File: config.mk
export PLATFORM = sky130hd
export DESIGN_NAME = mitv_top
export DESIGN_NICKNAME = d
export VERILOG_FILES = /design/src/shared/mitv_pkg.sv /design/src/shared/mitv_req_if.sv /design/src/logic/mitv_collect.sv /design/src/logic/mitv_top.sv
export SDC_FILE = /design/constraint.sdc
export NUM_CORES = 1
export LEC_CHECK = 0
export BUFFER_PORTS_ARGS = -buffer_cell sky130_fd_sc_hd__buf_4
export CAP_MARGIN = 30
export CORE_MARGIN = 1
export CORE_UTILIZATION = 43
export CTS_CLUSTER_SIZE = 24
export DETAILED_ROUTE_END_ITERATION = 8
export PLACE_DENSITY_LB_ADDON = 0.3
export SYNTH_ARGS = -nofsm -noshare
export SYNTH_HDL_FRONTEND = slang
export SYNTH_HIERARCHICAL = 1
export SYNTH_SLANG_ARGS = --single-unit
File: constraint.sdc
create_clock -name CLOCK -period 4.51 [get_ports CLOCK]
set_clock_uncertainty 0.15 [all_clocks]
set_input_delay 0.451 -clock CLOCK [delete_from_list [all_inputs] [get_ports CLOCK]]
set_output_delay 0.451 -clock CLOCK [all_outputs]
set_load 0.05 [all_outputs]
File: src/shared/mitv_pkg.sv
// mitv_pkg: vectors, priorities, mode codes and address limits of the interrupt/trap vectoring block
// assumes: included before all logic files
package mitv_pkg;
  // ==========================================================================
  // vectors (high byte address of each pair)
  localparam logic [15:0] VEC_RESET = 16'hFFFE;
  localparam logic [15:0] VEC_TRAP = 16'hFFEE;
  localparam logic [15:0] VEC_NMI = 16'hFFFC;
  localparam logic [15:0] VEC_SOFT = 16'hFFFA;
  localparam logic [15:0] VEC_REQ1 = 16'hFFF8;
  localparam logic [15:0] VEC_CAPTURE = 16'hFFF6;
  localparam logic [15:0] VEC_COMPARE = 16'hFFF4;
  localparam logic [15:0] VEC_OVERFLOW = 16'hFFF2;
  localparam logic [15:0] VEC_T2MATCH = 16'hFFEC;
  localparam logic [15:0] VEC_REQ2 = 16'hFFEA;
  localparam logic [15:0] VEC_SERIAL = 16'hFFF0;
  // ==========================================================================
  // source index, highest priority first
  localparam int NSRC = 11;
  localparam logic [3:0] SRC_RESET = 4'h0;
  localparam logic [3:0] SRC_TRAP = 4'h1;
  localparam logic [3:0] SRC_NMI = 4'h2;
  localparam logic [3:0] SRC_SOFT = 4'h3;
  localparam logic [3:0] SRC_REQ1 = 4'h4;
  localparam logic [3:0] SRC_CAPTURE = 4'h5;
  localparam logic [3:0] SRC_COMPARE = 4'h6;
  localparam logic [3:0] SRC_OVERFLOW = 4'h7;
  localparam logic [3:0] SRC_T2MATCH = 4'h8;
  localparam logic [3:0] SRC_REQ2 = 4'h9;
  localparam logic [3:0] SRC_SERIAL = 4'hA;
  localparam logic [NSRC-1:0] NONMASKABLE = 11'h00F;
  // ==========================================================================
  // mode codes {mode_pin_high, mode_pin_low}
  localparam logic [1:0] MODE_1 = 2'h1;
  localparam logic [1:0] MODE_2 = 2'h2;
  localparam logic [1:0] MODE_3 = 2'h3;
  // ==========================================================================
  // undefined address ranges
  localparam logic [15:0] UNDEF_EXP_HI = 16'h0027;
  localparam logic [15:0] UNDEF_SC_HI = 16'h003F;
  localparam logic [15:0] UNDEF_SC2_LO = 16'h0140;
  localparam logic [15:0] UNDEF_SC2_HI = 16'hBFFF;

  typedef enum logic [2:0] {ST_RUN, ST_STACK, ST_MASK, ST_FETCH, ST_BRANCH} mitv_state_e;
endpackage : mitv_pkg

File: src/shared/mitv_req_if.sv
// mitv_req_if: pending-request bundle between collector and sequencer
// assumes: one clock domain
`timescale 1ns/1ns
`default_nettype none
interface mitv_req_if;
  logic [mitv_pkg::NSRC-1:0] pend;
  logic [mitv_pkg::NSRC-1:0] clr;
  modport collector (output pend, input clr);
  modport sequencer (input pend, output clr);
endinterface : mitv_req_if
`default_nettype wire

File: src/logic/mitv_collect.sv
// mitv_collect: gathers request sources into pending bits
// assumes: inputs synchronous to CLOCK, clear from the sequencer
`timescale 1ns/1ns
`default_nettype none
module mitv_collect (
  // clock and reset
  input wire logic clock,
  input wire logic rstn,
  input wire logic ce,
  // sources
  input wire logic nmi_n,
  input wire logic ext_request_one_n,
  input wire logic ext_request_two_n,
  input wire logic parallel_strobe_flag,
  input wire logic soft_interrupt_instr,
  input wire logic trap_event,
  input wire logic capture_request,
  input wire logic [1:0] compare_request,
  input wire logic overflow_request,
  input wire logic timer_two_match_request,
  input wire logic serial_request,
  // to sequencer
  mitv_req_if.collector req
);
  typedef struct packed {
    logic nmi_d;
    logic nmi_pend;
    logic soft_pend;
    logic trap_pend;
  } mitv_col_s;
  mitv_col_s s_reg, s_next;
  logic internal_merged_request;

  // ==========================================================================
  // merged internal line
  assign internal_merged_request = capture_request | (|compare_request) | overflow_request
    | timer_two_match_request | serial_request;

  always_comb begin
    s_next = s_reg;
    s_next.nmi_d = nmi_n;
    if (req.clr[mitv_pkg::SRC_NMI]) s_next.nmi_pend = 1'b0;
    if (s_reg.nmi_d && !nmi_n) s_next.nmi_pend = 1'b1;
    if (req.clr[mitv_pkg::SRC_SOFT]) s_next.soft_pend = 1'b0;
    if (soft_interrupt_instr) s_next.soft_pend = 1'b1;
    if (req.clr[mitv_pkg::SRC_TRAP]) s_next.trap_pend = 1'b0;
    if (trap_event) s_next.trap_pend = 1'b1;
  end

  always_ff @(posedge clock or negedge rstn) begin
    if (!rstn) begin
      s_reg <= '{nmi_d: 1'b1, nmi_pend: 1'b0, soft_pend: 1'b0, trap_pend: 1'b0};
    end else if (ce) begin
      s_reg <= s_next;
    end
  end

  // ==========================================================================
  // latched trap, nmi and soft bits, levels for the rest; shared vectors
  always_comb begin
    req.pend = '0;
    req.pend[mitv_pkg::SRC_TRAP] = s_reg.trap_pend;
    req.pend[mitv_pkg::SRC_NMI] = s_reg.nmi_pend;
    req.pend[mitv_pkg::SRC_SOFT] = s_reg.soft_pend;
    req.pend[mitv_pkg::SRC_REQ1] = !ext_request_one_n | parallel_strobe_flag;
    req.pend[mitv_pkg::SRC_CAPTURE] = capture_request;
    req.pend[mitv_pkg::SRC_COMPARE] = |compare_request;
    req.pend[mitv_pkg::SRC_OVERFLOW] = overflow_request;
    req.pend[mitv_pkg::SRC_T2MATCH] = timer_two_match_request;
    req.pend[mitv_pkg::SRC_REQ2] = !ext_request_two_n;
    req.pend[mitv_pkg::SRC_SERIAL] = serial_request & internal_merged_request;
  end

  nmi_edge_a: assert property (@(posedge clock) disable iff (!rstn)
    ce && s_reg.nmi_d && !nmi_n |=> s_reg.nmi_pend)
    else $error("nmi edge lost");
endmodule : mitv_collect
`default_nettype wire

File: src/logic/mitv_top.sv
// mitv_top: interrupt/trap collection, priority and vector selection
// assumes: core gives instruction boundary and stack done handshakes
`timescale 1ns/1ns
`default_nettype none
// Overview of operation
// - nmi pending set by falling edge of its pin
// - nmi accepted regardless of mask bit
// - external request one and two active while pin held low
// - timer and serial causes merge into one internal request; here each keeps its own pend bit and vector
// - soft instruction serviced through vector FFFA
// - undefined opcode or address raises trap, vector FFEE
// - trap stacks registers then resumes at trap vector
// - undefined 0000-0027 expanded; 0000-003F and 0140-BFFF single chip
// - request one and strobe flag share vector FFF8
// - both compare channels share vector FFF4
// - fixed priority reset, trap, nmi, soft, down to serial
// - mode pins latched at reset pick mode and vector source
// - current instruction finishes before entry
// - entry stacks, sets mask, fetches vector, branches
// - after reset latch mode, set mask, load reset vector
module mitv_top (
  // clock and reset
  input wire logic CLOCK,
  input wire logic RSTN,
  input wire logic CE,
  // pins
  input wire logic MODE_PIN_LOW,
  input wire logic MODE_PIN_HIGH,
  input wire logic NMI_N,
  input wire logic EXT_REQUEST_ONE_N,
  input wire logic EXT_REQUEST_TWO_N,
  // peripherals
  input wire logic PARALLEL_STROBE_FLAG,
  input wire logic CAPTURE_REQUEST,
  input wire logic [1:0] COMPARE_REQUEST,
  input wire logic OVERFLOW_REQUEST,
  input wire logic TIMER_TWO_MATCH_REQUEST,
  input wire logic SERIAL_REQUEST,
  // core
  input wire logic SOFT_INTERRUPT_INSTR,
  input wire logic UNDEF_OPCODE,
  input wire logic ACCESS_VALID,
  input wire logic [15:0] ACCESS_ADDR,
  input wire logic INSTR_BOUNDARY,
  input wire logic STACK_DONE,
  input wire logic MASK_CLEAR,
  // to core
  output logic STACK_REQ,
  output logic MASK_BIT,
  output logic VECTOR_VALID,
  output logic [15:0] VECTOR_ADDR,
  output logic VECTOR_EXTERNAL,
  output logic [1:0] MODE,
  output logic TRAP_FLAG
);
  typedef struct packed {
    mitv_pkg::mitv_state_e st;
    logic init;
    logic mask;
    logic [1:0] mode;
    logic vec_ext;
    logic [3:0] src;
    logic stack_req;
    logic vec_valid;
    logic [15:0] vec;
    logic trap_flag;
  } mitv_top_s;
  mitv_top_s s_reg, s_next;
  mitv_req_if req ();
  logic undef_addr;
  logic trap_event;
  logic [mitv_pkg::NSRC-1:0] enabled;
  logic [3:0] win;
  logic any;
  logic [mitv_pkg::NSRC-1:0] clr;

  // ==========================================================================
  // undefined address
  always_comb begin
    if (s_reg.mode == mitv_pkg::MODE_3) begin
      undef_addr = (ACCESS_ADDR <= mitv_pkg::UNDEF_SC_HI)
        || (ACCESS_ADDR >= mitv_pkg::UNDEF_SC2_LO && ACCESS_ADDR <= mitv_pkg::UNDEF_SC2_HI);
    end else begin
      undef_addr = ACCESS_ADDR <= mitv_pkg::UNDEF_EXP_HI;
    end
  end
  assign trap_event = UNDEF_OPCODE | (ACCESS_VALID & undef_addr);

  mitv_collect u_collect (
    .clock(CLOCK),
    .rstn(RSTN),
    .ce(CE),
    .nmi_n(NMI_N),
    .ext_request_one_n(EXT_REQUEST_ONE_N),
    .ext_request_two_n(EXT_REQUEST_TWO_N),
    .parallel_strobe_flag(PARALLEL_STROBE_FLAG),
    .soft_interrupt_instr(SOFT_INTERRUPT_INSTR),
    .trap_event(trap_event),
    .capture_request(CAPTURE_REQUEST),
    .compare_request(COMPARE_REQUEST),
    .overflow_request(OVERFLOW_REQUEST),
    .timer_two_match_request(TIMER_TWO_MATCH_REQUEST),
    .serial_request(SERIAL_REQUEST),
    .req(req.collector)
  );

  // ==========================================================================
  // priority
  // mask gating
  assign enabled = req.pend & (s_reg.mask ? mitv_pkg::NONMASKABLE : {mitv_pkg::NSRC{1'b1}});
  always_comb begin
    win = 4'h0;
    any = 1'b0;
    for (int i = mitv_pkg::NSRC - 1; i >= 0; i--) begin
      if (enabled[i]) begin
        win = 4'(i);
        any = 1'b1;
      end
    end
  end

  function automatic logic [15:0] vec_of(input logic [3:0] s);
    unique case (s)
      mitv_pkg::SRC_RESET: vec_of = mitv_pkg::VEC_RESET;
      mitv_pkg::SRC_TRAP: vec_of = mitv_pkg::VEC_TRAP;
      mitv_pkg::SRC_NMI: vec_of = mitv_pkg::VEC_NMI;
      mitv_pkg::SRC_SOFT: vec_of = mitv_pkg::VEC_SOFT;
      mitv_pkg::SRC_REQ1: vec_of = mitv_pkg::VEC_REQ1;
      mitv_pkg::SRC_CAPTURE: vec_of = mitv_pkg::VEC_CAPTURE;
      mitv_pkg::SRC_COMPARE: vec_of = mitv_pkg::VEC_COMPARE;
      mitv_pkg::SRC_OVERFLOW: vec_of = mitv_pkg::VEC_OVERFLOW;
      mitv_pkg::SRC_T2MATCH: vec_of = mitv_pkg::VEC_T2MATCH;
      mitv_pkg::SRC_REQ2: vec_of = mitv_pkg::VEC_REQ2;
      mitv_pkg::SRC_SERIAL: vec_of = mitv_pkg::VEC_SERIAL;
      default: vec_of = mitv_pkg::VEC_RESET;
    endcase
  endfunction : vec_of

  // ==========================================================================
  // entry sequencer
  always_comb begin
    s_next = s_reg;
    clr = '0;
    if (MASK_CLEAR && s_reg.st == mitv_pkg::ST_RUN) s_next.mask = 1'b0;
    if (s_reg.vec_valid) s_next.vec_valid = 1'b0;
    unique case (s_reg.st)
      mitv_pkg::ST_RUN: begin
        if (s_reg.init) begin
          s_next.init = 1'b0;
          s_next.mode = {MODE_PIN_HIGH, MODE_PIN_LOW};
          s_next.vec_ext = {MODE_PIN_HIGH, MODE_PIN_LOW} == mitv_pkg::MODE_1;
          s_next.mask = 1'b1;
          s_next.src = mitv_pkg::SRC_RESET;
          s_next.st = mitv_pkg::ST_FETCH;
        end else if (INSTR_BOUNDARY && any) begin
          s_next.src = win;
          clr[win] = 1'b1;
          s_next.stack_req = 1'b1;
          s_next.st = mitv_pkg::ST_STACK;
        end
      end
      mitv_pkg::ST_STACK: begin
        if (STACK_DONE) begin
          s_next.stack_req = 1'b0;
          s_next.st = mitv_pkg::ST_MASK;
        end
      end
      mitv_pkg::ST_MASK: begin
        s_next.mask = 1'b1;
        if (s_reg.src == mitv_pkg::SRC_TRAP) s_next.trap_flag = 1'b0;
        s_next.st = mitv_pkg::ST_FETCH;
      end
      mitv_pkg::ST_FETCH: begin
        s_next.vec = vec_of(s_reg.src);
        s_next.vec_valid = 1'b1;
        s_next.st = mitv_pkg::ST_BRANCH;
      end
      mitv_pkg::ST_BRANCH: s_next.st = mitv_pkg::ST_RUN;
    endcase
    if (trap_event) s_next.trap_flag = 1'b1;
  end
  assign req.clr = clr;

  always_ff @(posedge CLOCK or negedge RSTN) begin
    if (!RSTN) begin
      s_reg <= '{st: mitv_pkg::ST_RUN, init: 1'b1, mask: 1'b1, mode: mitv_pkg::MODE_3, vec_ext: 1'b0,
        src: mitv_pkg::SRC_RESET, stack_req: 1'b0, vec_valid: 1'b0, vec: 16'h0000,
        trap_flag: 1'b0};
    end else if (CE) begin
      s_reg <= s_next;
    end
  end

  // ==========================================================================
  // outputs
  assign STACK_REQ = s_reg.stack_req;
  assign MASK_BIT = s_reg.mask;
  assign VECTOR_VALID = s_reg.vec_valid;
  assign VECTOR_ADDR = s_reg.vec;
  assign VECTOR_EXTERNAL = s_reg.vec_ext;
  assign MODE = s_reg.mode;
  assign TRAP_FLAG = s_reg.trap_flag;

  mask_hold_a: assert property (@(posedge CLOCK) disable iff (!RSTN)
    CE && s_reg.st == mitv_pkg::ST_RUN && !s_reg.init && s_reg.mask && INSTR_BOUNDARY && any
    |=> s_reg.src <= mitv_pkg::SRC_SOFT) else $error("masked source taken");
  boundary_entry_a: assert property (@(posedge CLOCK) disable iff (!RSTN)
    CE && $rose(s_reg.stack_req) |-> $past(INSTR_BOUNDARY)) else $error("entry off boundary");
  mask_before_vec_a: assert property (@(posedge CLOCK) disable iff (!RSTN)
    s_reg.vec_valid |-> s_reg.mask) else $error("vector with mask clear");
  trap_vector_a: assert property (@(posedge CLOCK) disable iff (!RSTN)
    s_reg.vec_valid && s_reg.src == mitv_pkg::SRC_TRAP |-> s_reg.vec == mitv_pkg::VEC_TRAP)
    else $error("bad trap vector");
  priority_pick_a: assert property (@(posedge CLOCK) disable iff (!RSTN)
    CE && s_reg.st == mitv_pkg::ST_RUN && !s_reg.init && INSTR_BOUNDARY && enabled[mitv_pkg::SRC_TRAP]
    |=> s_reg.src == mitv_pkg::SRC_TRAP) else $error("trap not highest");
  stack_then_vec_a: assert property (@(posedge CLOCK) disable iff (!RSTN)
    CE && s_reg.st == mitv_pkg::ST_STACK && STACK_DONE |=> ##1 CE ##0 1'b1 ##1 s_reg.vec_valid || !CE)
    else $error("vector not after stack");
endmodule : mitv_top
`default_nettype wire

==> results.cfg, run 1 <==
[worst_setup_path]
cp_max_fo = 4
reg2regPathDepth = 4
reg2reg_to = s_reg[21]
crit_type = in2reg
worstPathArrival_ns = 2.15
r2r-start = s_reg[28]
r2r_slack_ns = 2.60
crit_path_end_kind = flop
worstSetupStartpointType = input port
crit_required_ns = 4.55

[synth]
synth_fp_nets = 224
syn-cell-area_um2 = 1630
synth_area_per_cell_um2 = 8.958
yosys_warnings = 6
synthCells = 182

[sta]
layout_min_cycle_time_ns = 2.106
finalSetupViolCount = 0
max_slew_margin_pct = 60.67
min_period_over_period_pct = 46.69
max_clock_freq_mhz = 474.9
worstMarginPinSlew_ns = 0.5817
hold_violations = 0
drv_slew = 0
setup_tns_ns = 0
rsz0062_at_grt = false

[cells_and_area]
drive_gt1_share_pct = 34.29
diodes = 0
syn_to_final_growth_pct = 18.96
largest_reg_flops = 8
final_util_pct = 52.97
final_nets = 253
n_fill_cell = 365

[clock_network]
clockBufferDepth = 2
cts_resized = 0
root_buffer = clkbuf_8
clk_latency_ns = 0.26
cts_tree = yes
cts_buffers = 3
cts_setup_buffers = 0
htreeDepth = 1
ctsHoldBuffers = 1
cts_sinks = 24
clkSlewWorstSetupHoldPaths_ns = 0.08

[drt]
drtIter0Drc = 95
vias = 1297
drc = 0
via_per_inst = 5.027
wl_per_cell_um = 11.89
drt_pre_antenna_iters = 4
routed_wl_um = 3068
antenna_left = 0

[min_path]
worstHoldPathCells = 2
holdPathEnd = u_collect/req.pend[3]
worstHoldStart = SOFT_INTERRUPT_INSTR
hold_class = in2reg

[placement]
port_buffers = 55
dp_hpwl_um = 2376
place.gp.congestion = 0.7760

[power]
power_switching_uw = 445.4
clkPwrFrac_pct = 14.9
internal-power_uw = 539.4
seqPwrFrac_pct = 38.5
power_density_nw_per_um2 = 507.8
p_leak_uw = 0.0008542
ir_worst_vdd_uv = 260.8
comb_power_share_pct = 46.7
swShare_pct = 45.23

[global_route]
grt_pass1_wl_um = 5099
track_usage_pct = 15.90
grt-ovfl-total = 0
antenna_found_initial = 0
grt_max_degree = 25
grt_pass1_vias = 1144

[die]
ios = 60
die_x_um = 63.58
start_util_pct = 44.53
rows = 22
die_area_um2 = 4042
die_y_um = 63.58
core_area_um2 = 3661

[run_status]
status = complete, no violations

[job]
cap_violations = 0
==> layer usage <==
metal | global-route usage (%) | vias to the layer above | wire [um]
li1 | - | 658 | -
met1 | 20.50 | 590 | 1433
met2 | 26.46 | 45 | 1449
met3 | 4.167 | 4 | 162
met4 | 3.409 | 0 | 23
met5 | 0 | - | 0
==> through the flow <==
stage	instance area [um^2]	instances	total power (uW)	hold WS [ns]	setup slack, ns
final	1939	258	984.7	0.2685	2.404
after global routing	1939	258	1047	0.2627	2.190
after CTS	1939	258	993.5	0.2621	2.436
after detailed placement	1874	253	843.9	0.2202	2.144
after global placement	1874	253	834.4	0.2196	2.174
after floorplan	1630	182	765.9	0.005409	2.387
==> worst max-delay path by stage <==
stage | startpoint | to | depth (start not counted)
2_1_floorplan | COMPARE_REQUEST[1] | s_reg[22] | 5
3_3_place_gp | COMPARE_REQUEST[1] | s_reg[22] | 6
3_5_place_dp | COMPARE_REQUEST[1] | s_reg[19] | 6
4_1_cts | COMPARE_REQUEST[1] | s_reg[22] | 6
5_1_grt | COMPARE_REQUEST[1] | s_reg[19] | 6
6_report | COMPARE_REQUEST[1] | s_reg[19] | 6
==> power groups by stage <==
stage	Sequential (uW)	Clock, uW	Combinational [uW]
global placement	380	0	454
finish	379	146	460
global route	393	158	497
floorplan	402	0	364
detailed placement	382	0	462
CTS	379	151	463
==> cell type report <==
class	count	area, um^2	share of cell area, %
clock buffers	4	55.05	2.839
inverters	13	48.80	2.516
multi-input cells	113	745.7	38.45
flip-flops and latches	24	606.8	31.29
well taps	48	60.06	3.097
repair buffers	56	422.9	21.81
==> worst max-delay path, stage by stage <==
cell       delay (ns)
buf_4            0.10
or2_2            0.31
nor4_1           0.46
a21oi_1          0.18
o31ai_1          0.47
o2bb2ai_1        0.17
==> placed cells by master, fill, tap and decap left out, types with 2 or more instances in the layout <==
master and n:
or4_4 2, nor2b_1 2, o2bb2ai_1 4, nor2_1 13, inv_1 13, nand3_1 2, mux2_2 3, nand2_1 11
a21o_1 2, a211oi_1 2, clkbuf_8 4, dfstp_2 5, a21oi_1 5, nand2b_1 8, ha_1 5, nor3b_1 2
or3_1 2, a22o_1 2, nor3_1 5, conb_1 2, nor4_1 2, nor4b_1 2, buf_4 55, o21ai_0 15
dfrtp_1 19
No activity file was read; power rests on OpenSTA's default activity.
==> run 2: changes to the inputs <==
Settings changed: ABC_AREA from default to 1.
Clock period 4.51 ns to 2.2 ns, I/O delays scaled along.
==> run 2 against run 1 <==
- global-route usage grew 0.34 points
- non-clock buffer count grew 2
- routed wire length grew 2.1%
- via count grew 9.9%
- die area grew 4.6%
- first-iteration DRC count shrank 47%
- critical path type is now reg2reg
- sequential power grew 87%
- cell count grew 21%
- largest cell class unchanged
- register-to-register slack lost 2.1 ns
- synthesized cell count grew 26%
- final area grew 6.2%
==> results.cfg, run 2 <==
[run_status]
status = complete, no violations

[drt]
via_per_inst = 4.571
wl_per_cell_um = 10.04
drtIter0Drc = 50
antenna_left = 0
vias = 1426
routed_wl_um = 3131
drc = 0
drt_pre_antenna_iters = 4

[cells_and_area]
mostFrequentLayoutCells = 65 x nand2_1, 55 x buf_4, 26 x inv_1
final_nets = 307
syn_to_final_growth_pct = 20.59
drive_gt1_share_pct = 34.47
layout_commonest_cell = nand2_1
n_fill_cell = 389
largest_reg_flops = 8
design_area_um2 = 2059
diodes = 0

[die]
ios = 60
core_area_um2 = 3744
die_area_um2 = 4228
die_x_um = 65.02
die_y_um = 65.02
start_util_pct = 45.62
rows = 22

[worst_setup_path]
worstPathArrival_ns = 1.70
path_cells = inv_2 -> o21ai_2 -> nand2_2 -> inv_1 -> nor2_1 -> inv_1 -> nand4_2 -> nor2_1 -> nand2_1 -> nand2_1 -> nand2_1
cpPeakStageDelay_ns = 0.56
crit_type = reg2reg
crit_family = flip-flops
worstSetupStartpointType = flop
path_buf_inv = 3
r2r_slack_ns = 0.51
cp_max_fo = 9
crit_required_ns = 2.21
crit_path_end_kind = flop
slowest_stage = dfstp_2
cpMostUsedCell = nand2_1

[power]
power_density_nw_per_um2 = 1235
internal-power_uw = 1202
seqPwrFrac_pct = 27.9
comb_power_share_pct = 61.9
power_switching_uw = 1342
swShare_pct = 52.76
ir_worst_vdd_uv = 664.1
total_power_uw = 2544
p_leak_uw = 0.001061
clkPwrFrac_pct = 10.2

[clock_network]
cts_resized = 0
cts_tree = yes
cts_buffers = 3
htreeDepth = 1
cts_sinks = 24
clk_latency_ns = 0.26
clkSlewWorstSetupHoldPaths_ns = 0.08
clockBufferDepth = 2
cts_setup_buffers = 0
root_buffer = clkbuf_8

[placement]
dp_hpwl_um = 2499
place.gp.congestion = 0.8141
detailedPlace.worstSlack_ns = 0.4416
port_buffers = 55
place_area_um2 = 1984

[global_route]
grt_pass1_vias = 1317
grt_pass1_wl_um = 5451
grt-ovfl-total = 0
track_usage_pct = 16.24
grt_max_degree = 25
antenna_found_initial = 0

[sta]
rsz0062_at_grt = false
finalSetupViolCount = 0
drv_slew = 0
layout_min_cycle_time_ns = 1.689
setup_ws_ns = 0.5110
hold_violations = 0
max_clock_freq_mhz = 592.1
min_period_over_period_pct = 76.77
setup_tns_ns = 0

[synth]
synthCells = 229
syn-cell-area_um2 = 1708
synth_fp_nets = 271
synth_area_per_cell_um2 = 7.458
yosys_warnings = 6

[job]
cap_violations = 0

[min_path]
hold_class = in2reg
## run 2: area by class of cell
class | instances | area [um^2] | share of cell area [%]
Inverter | 32 | 121.4 | 5.893
Timing Repair Buffer | 58 | 442.9 | 21.51
Multi-Input combinational cell | 146 | 783.3 | 38.03
Tap cell | 48 | 60.06 | 2.916
Sequential cell | 24 | 606.8 | 29.47
Clock buffer | 4 | 45.04 | 2.187
## run 2: worst paths after layout
kind,from,to,depth (start not counted)
max,MASK_BIT,u_collect/req.pend[1],11
min,NMI_N,u_collect/s_reg[3],3
max reg2reg,MASK_BIT,u_collect/req.pend[1],11
min reg2reg,u_collect/s_reg[3],u_collect/s_reg[3],2
max in group asynchronous,RSTN,MASK_BIT,2
min in group asynchronous,RSTN,s_reg[30],2
## run 2: timing repair
item / 4_1_cts / 5_1_grt
setup endpoints to repair: 0 / 0
hold buffers: 3 / 0
hold endpoints to repair: 26 / 0
## run 2: tightest hold or removal path, cell delays in order
cell     delay (ns)
buf_4          0.11
nand2_1        0.04
o21ai_1        0.06
## run 2: metal layers
layer	vias up	part of all wire, %	wire, um	GRT usage (%)
met3	2	6.7	209	3.521
met4	0	0.29	9	1.630
li1	758	-	-	-
met5	-	0	0	0
met2	41	46	1427	28.65
met1	625	47	1484	20.93
## run 2: power by group through the flow
stage,clock [uW],sequential (uW),combinational (uW)
2_1_floorplan,0,804,1270
3_3_place_gp,0,716,1550
3_5_place_dp,0,719,1570
4_1_cts,275,711,1580
5_1_grt,295,740,1700
6_report,260,710,1570
## run 2: metrics by stage
| step | instances | util, % | hold WS, ns |
|---|---|---|---|
| after global placement | 305 | 53.01 | -0.01673 |
| after CTS | 312 | 55.01 | 0.004086 |
| final | 312 | 55.01 | 0.01484 |
| after global routing | 312 | 55.01 | 0.03341 |
| after floorplan | 229 | - | -0.2256 |
| after detailed placement | 305 | 53.01 | -0.01401 |
==> run 3: changes to the inputs <==
Clock period 2.2 ns to 1.7 ns, I/O delays scaled along.
==> run 3 against run 2 <==
- sequential share of layout area is 0.80 points lower
- critical path depth stayed put
- maximum frequency is 3.8% higher
- die area stayed put
- clock-buffer cell count stayed put
- hold slack better by 0.0059 ns
- global-route usage is 0.38 points higher
- power is 33% higher
- flip-flop and latch count stayed put
- highest routed layer unchanged
==> results.cfg, run 3 (synthesized netlist as in run 2, its figures left out) <==
[run_status]
status = complete, no violations

[drt]
drc = 0
antenna_left = 0
vias = 1462
via_per_inst = 4.627
drtIter0Drc = 50
routed_wl_um = 3291
drt_pre_antenna_iters = 4
wl_per_cell_um = 10.41

[power]
power_density_nw_per_um2 = 1599
p_leak_uw = 0.001085
ir_worst_vdd_uv = 899.5
total_power_uw = 3386

[global_route]
antenna_found_initial = 0
grt_pass1_vias = 1348
grt_use_met3_pct = 3.345
busiest_layer = met2
grt_pass1_wl_um = 5533
track_usage_pct = 16.62
grtUsageMet2_pct = 30.47
grt_max_degree = 25
use_met1_pct = 19.40
grt-ovfl-total = 0

[cells_and_area]
final_util_pct = 56.55
diodes = 0
layout_commonest_cell = nand2_1
mostFrequentLayoutCells = 62 x nand2_1, 57 x buf_4, 26 x inv_1
syn_to_final_growth_pct = 23.96
largest_reg_flops = 8
drive_gt1_share_pct = 36.57
final_nets = 311
final_cells = 316

[sta]
drv_slew = 0
rsz0062_at_grt = true
hold_violations = 0
setup_tns_ns = 0
max_clock_freq_mhz = 614.4
layout_min_cycle_time_ns = 1.627
finalSetupViolCount = 0
setup_ws_ns = 0.07251
min_period_over_period_pct = 95.73

[die]
rows = 22
start_util_pct = 45.62
core_area_um2 = 3744
die_x_um = 65.02
die_area_um2 = 4228
ios = 60
die_y_um = 65.02

[clock_network]
clk_latency_ns = 0.27
cts_buffers = 3
cts_sinks = 24
htreeDepth = 1
clockBufferDepth = 2
cts_tree = yes
root_buffer = clkbuf_8
clkSlewWorstSetupHoldPaths_ns = 0.09

[job]
cap_violations = 0

[placement]
place_inst = 306
port_buffers = 55
place.gp.congestion = 0.7766
dp_hpwl_um = 2497
detailedPlace.worstSlack_ns = 0.01819

[worst_setup_path]
worstPathArrival_ns = 1.65
crit_required_ns = 1.72
crit_type = reg2reg
cp_max_fo = 9
r2r_slack_ns = 0.07
worstSetupStartpointType = flop
crit_path_end_kind = flop

[min_path]
hold_class = in2reg
[run 3: changes by cell type in the layout (fill, tap and decap cells not counted), moves of 2 or more]
cell / previous run / this run
nand2_1: 65 / 62
buf_4: 55 / 57
nand2_2: 5 / 8
dlygate4sd3_1: 3 / 5
[run 3: worst paths after layout]
kind,from,to,cells after the start
max,MASK_BIT,u_collect/req.pend[3],11
min,MASK_CLEAR,MASK_BIT,4
max reg2reg,MASK_BIT,u_collect/req.pend[3],11
min reg2reg,MODE[1],MODE[1],2
max in group asynchronous,RSTN,MASK_BIT,2
min in group asynchronous,RSTN,STACK_REQ,2
[run 3: cell type report]
cell class	count	area, um^2
fill	365	1627
multi-input combinational	146	793.3
sequential	24	606.8
timing repair buffer	62	478.0
inverter	32	123.9
tap	48	60.06
clock buffer	4	55.05
[run 3: worst max-delay path, stage by stage, from the launching register on]
cell and delay (ns):
dfstp_2 0.57, inv_4 0.06, o21ai_2 0.07, nand2_1 0.08, nand3_1 0.08, nand3_2 0.09, inv_2 0.08, nand3_1 0.06
nor2_1 0.11, nand2_1 0.06, nand2_1 0.06, nand2_1 0.05
[run 3: per-layer routing]
metal	part of all wire [%]	vias up
met5	0	-
met4	0.82	0
met3	6.3	4
met2	48	45
met1	45	648
li1	-	765
[run 3: per-stage QoR]
step	area [um^2]	hold WS, ns
2_1_floorplan	1710	-0.2756
3_3_place_gp	1994	-0.06703
3_5_place_dp	1994	-0.06329
4_1_cts	2100	0.003688
5_1_grt	2117	0.03515
6_report	2117	0.02074
[run 3: power breakdown]
group | total (uW) | internal (uW) | switching (uW)
combinational | 2070 | 657 | 1420
clock | 392 | 207 | 185
sequential | 920 | 756 | 164
[run 3: what timing repair did]
action	4_1_cts	5_1_grt
endpoints found under the setup margin	0	5
endpoints found under the hold margin	30	0
resized for setup	0	4
buffers inserted	0	1
hold buffers	5	0
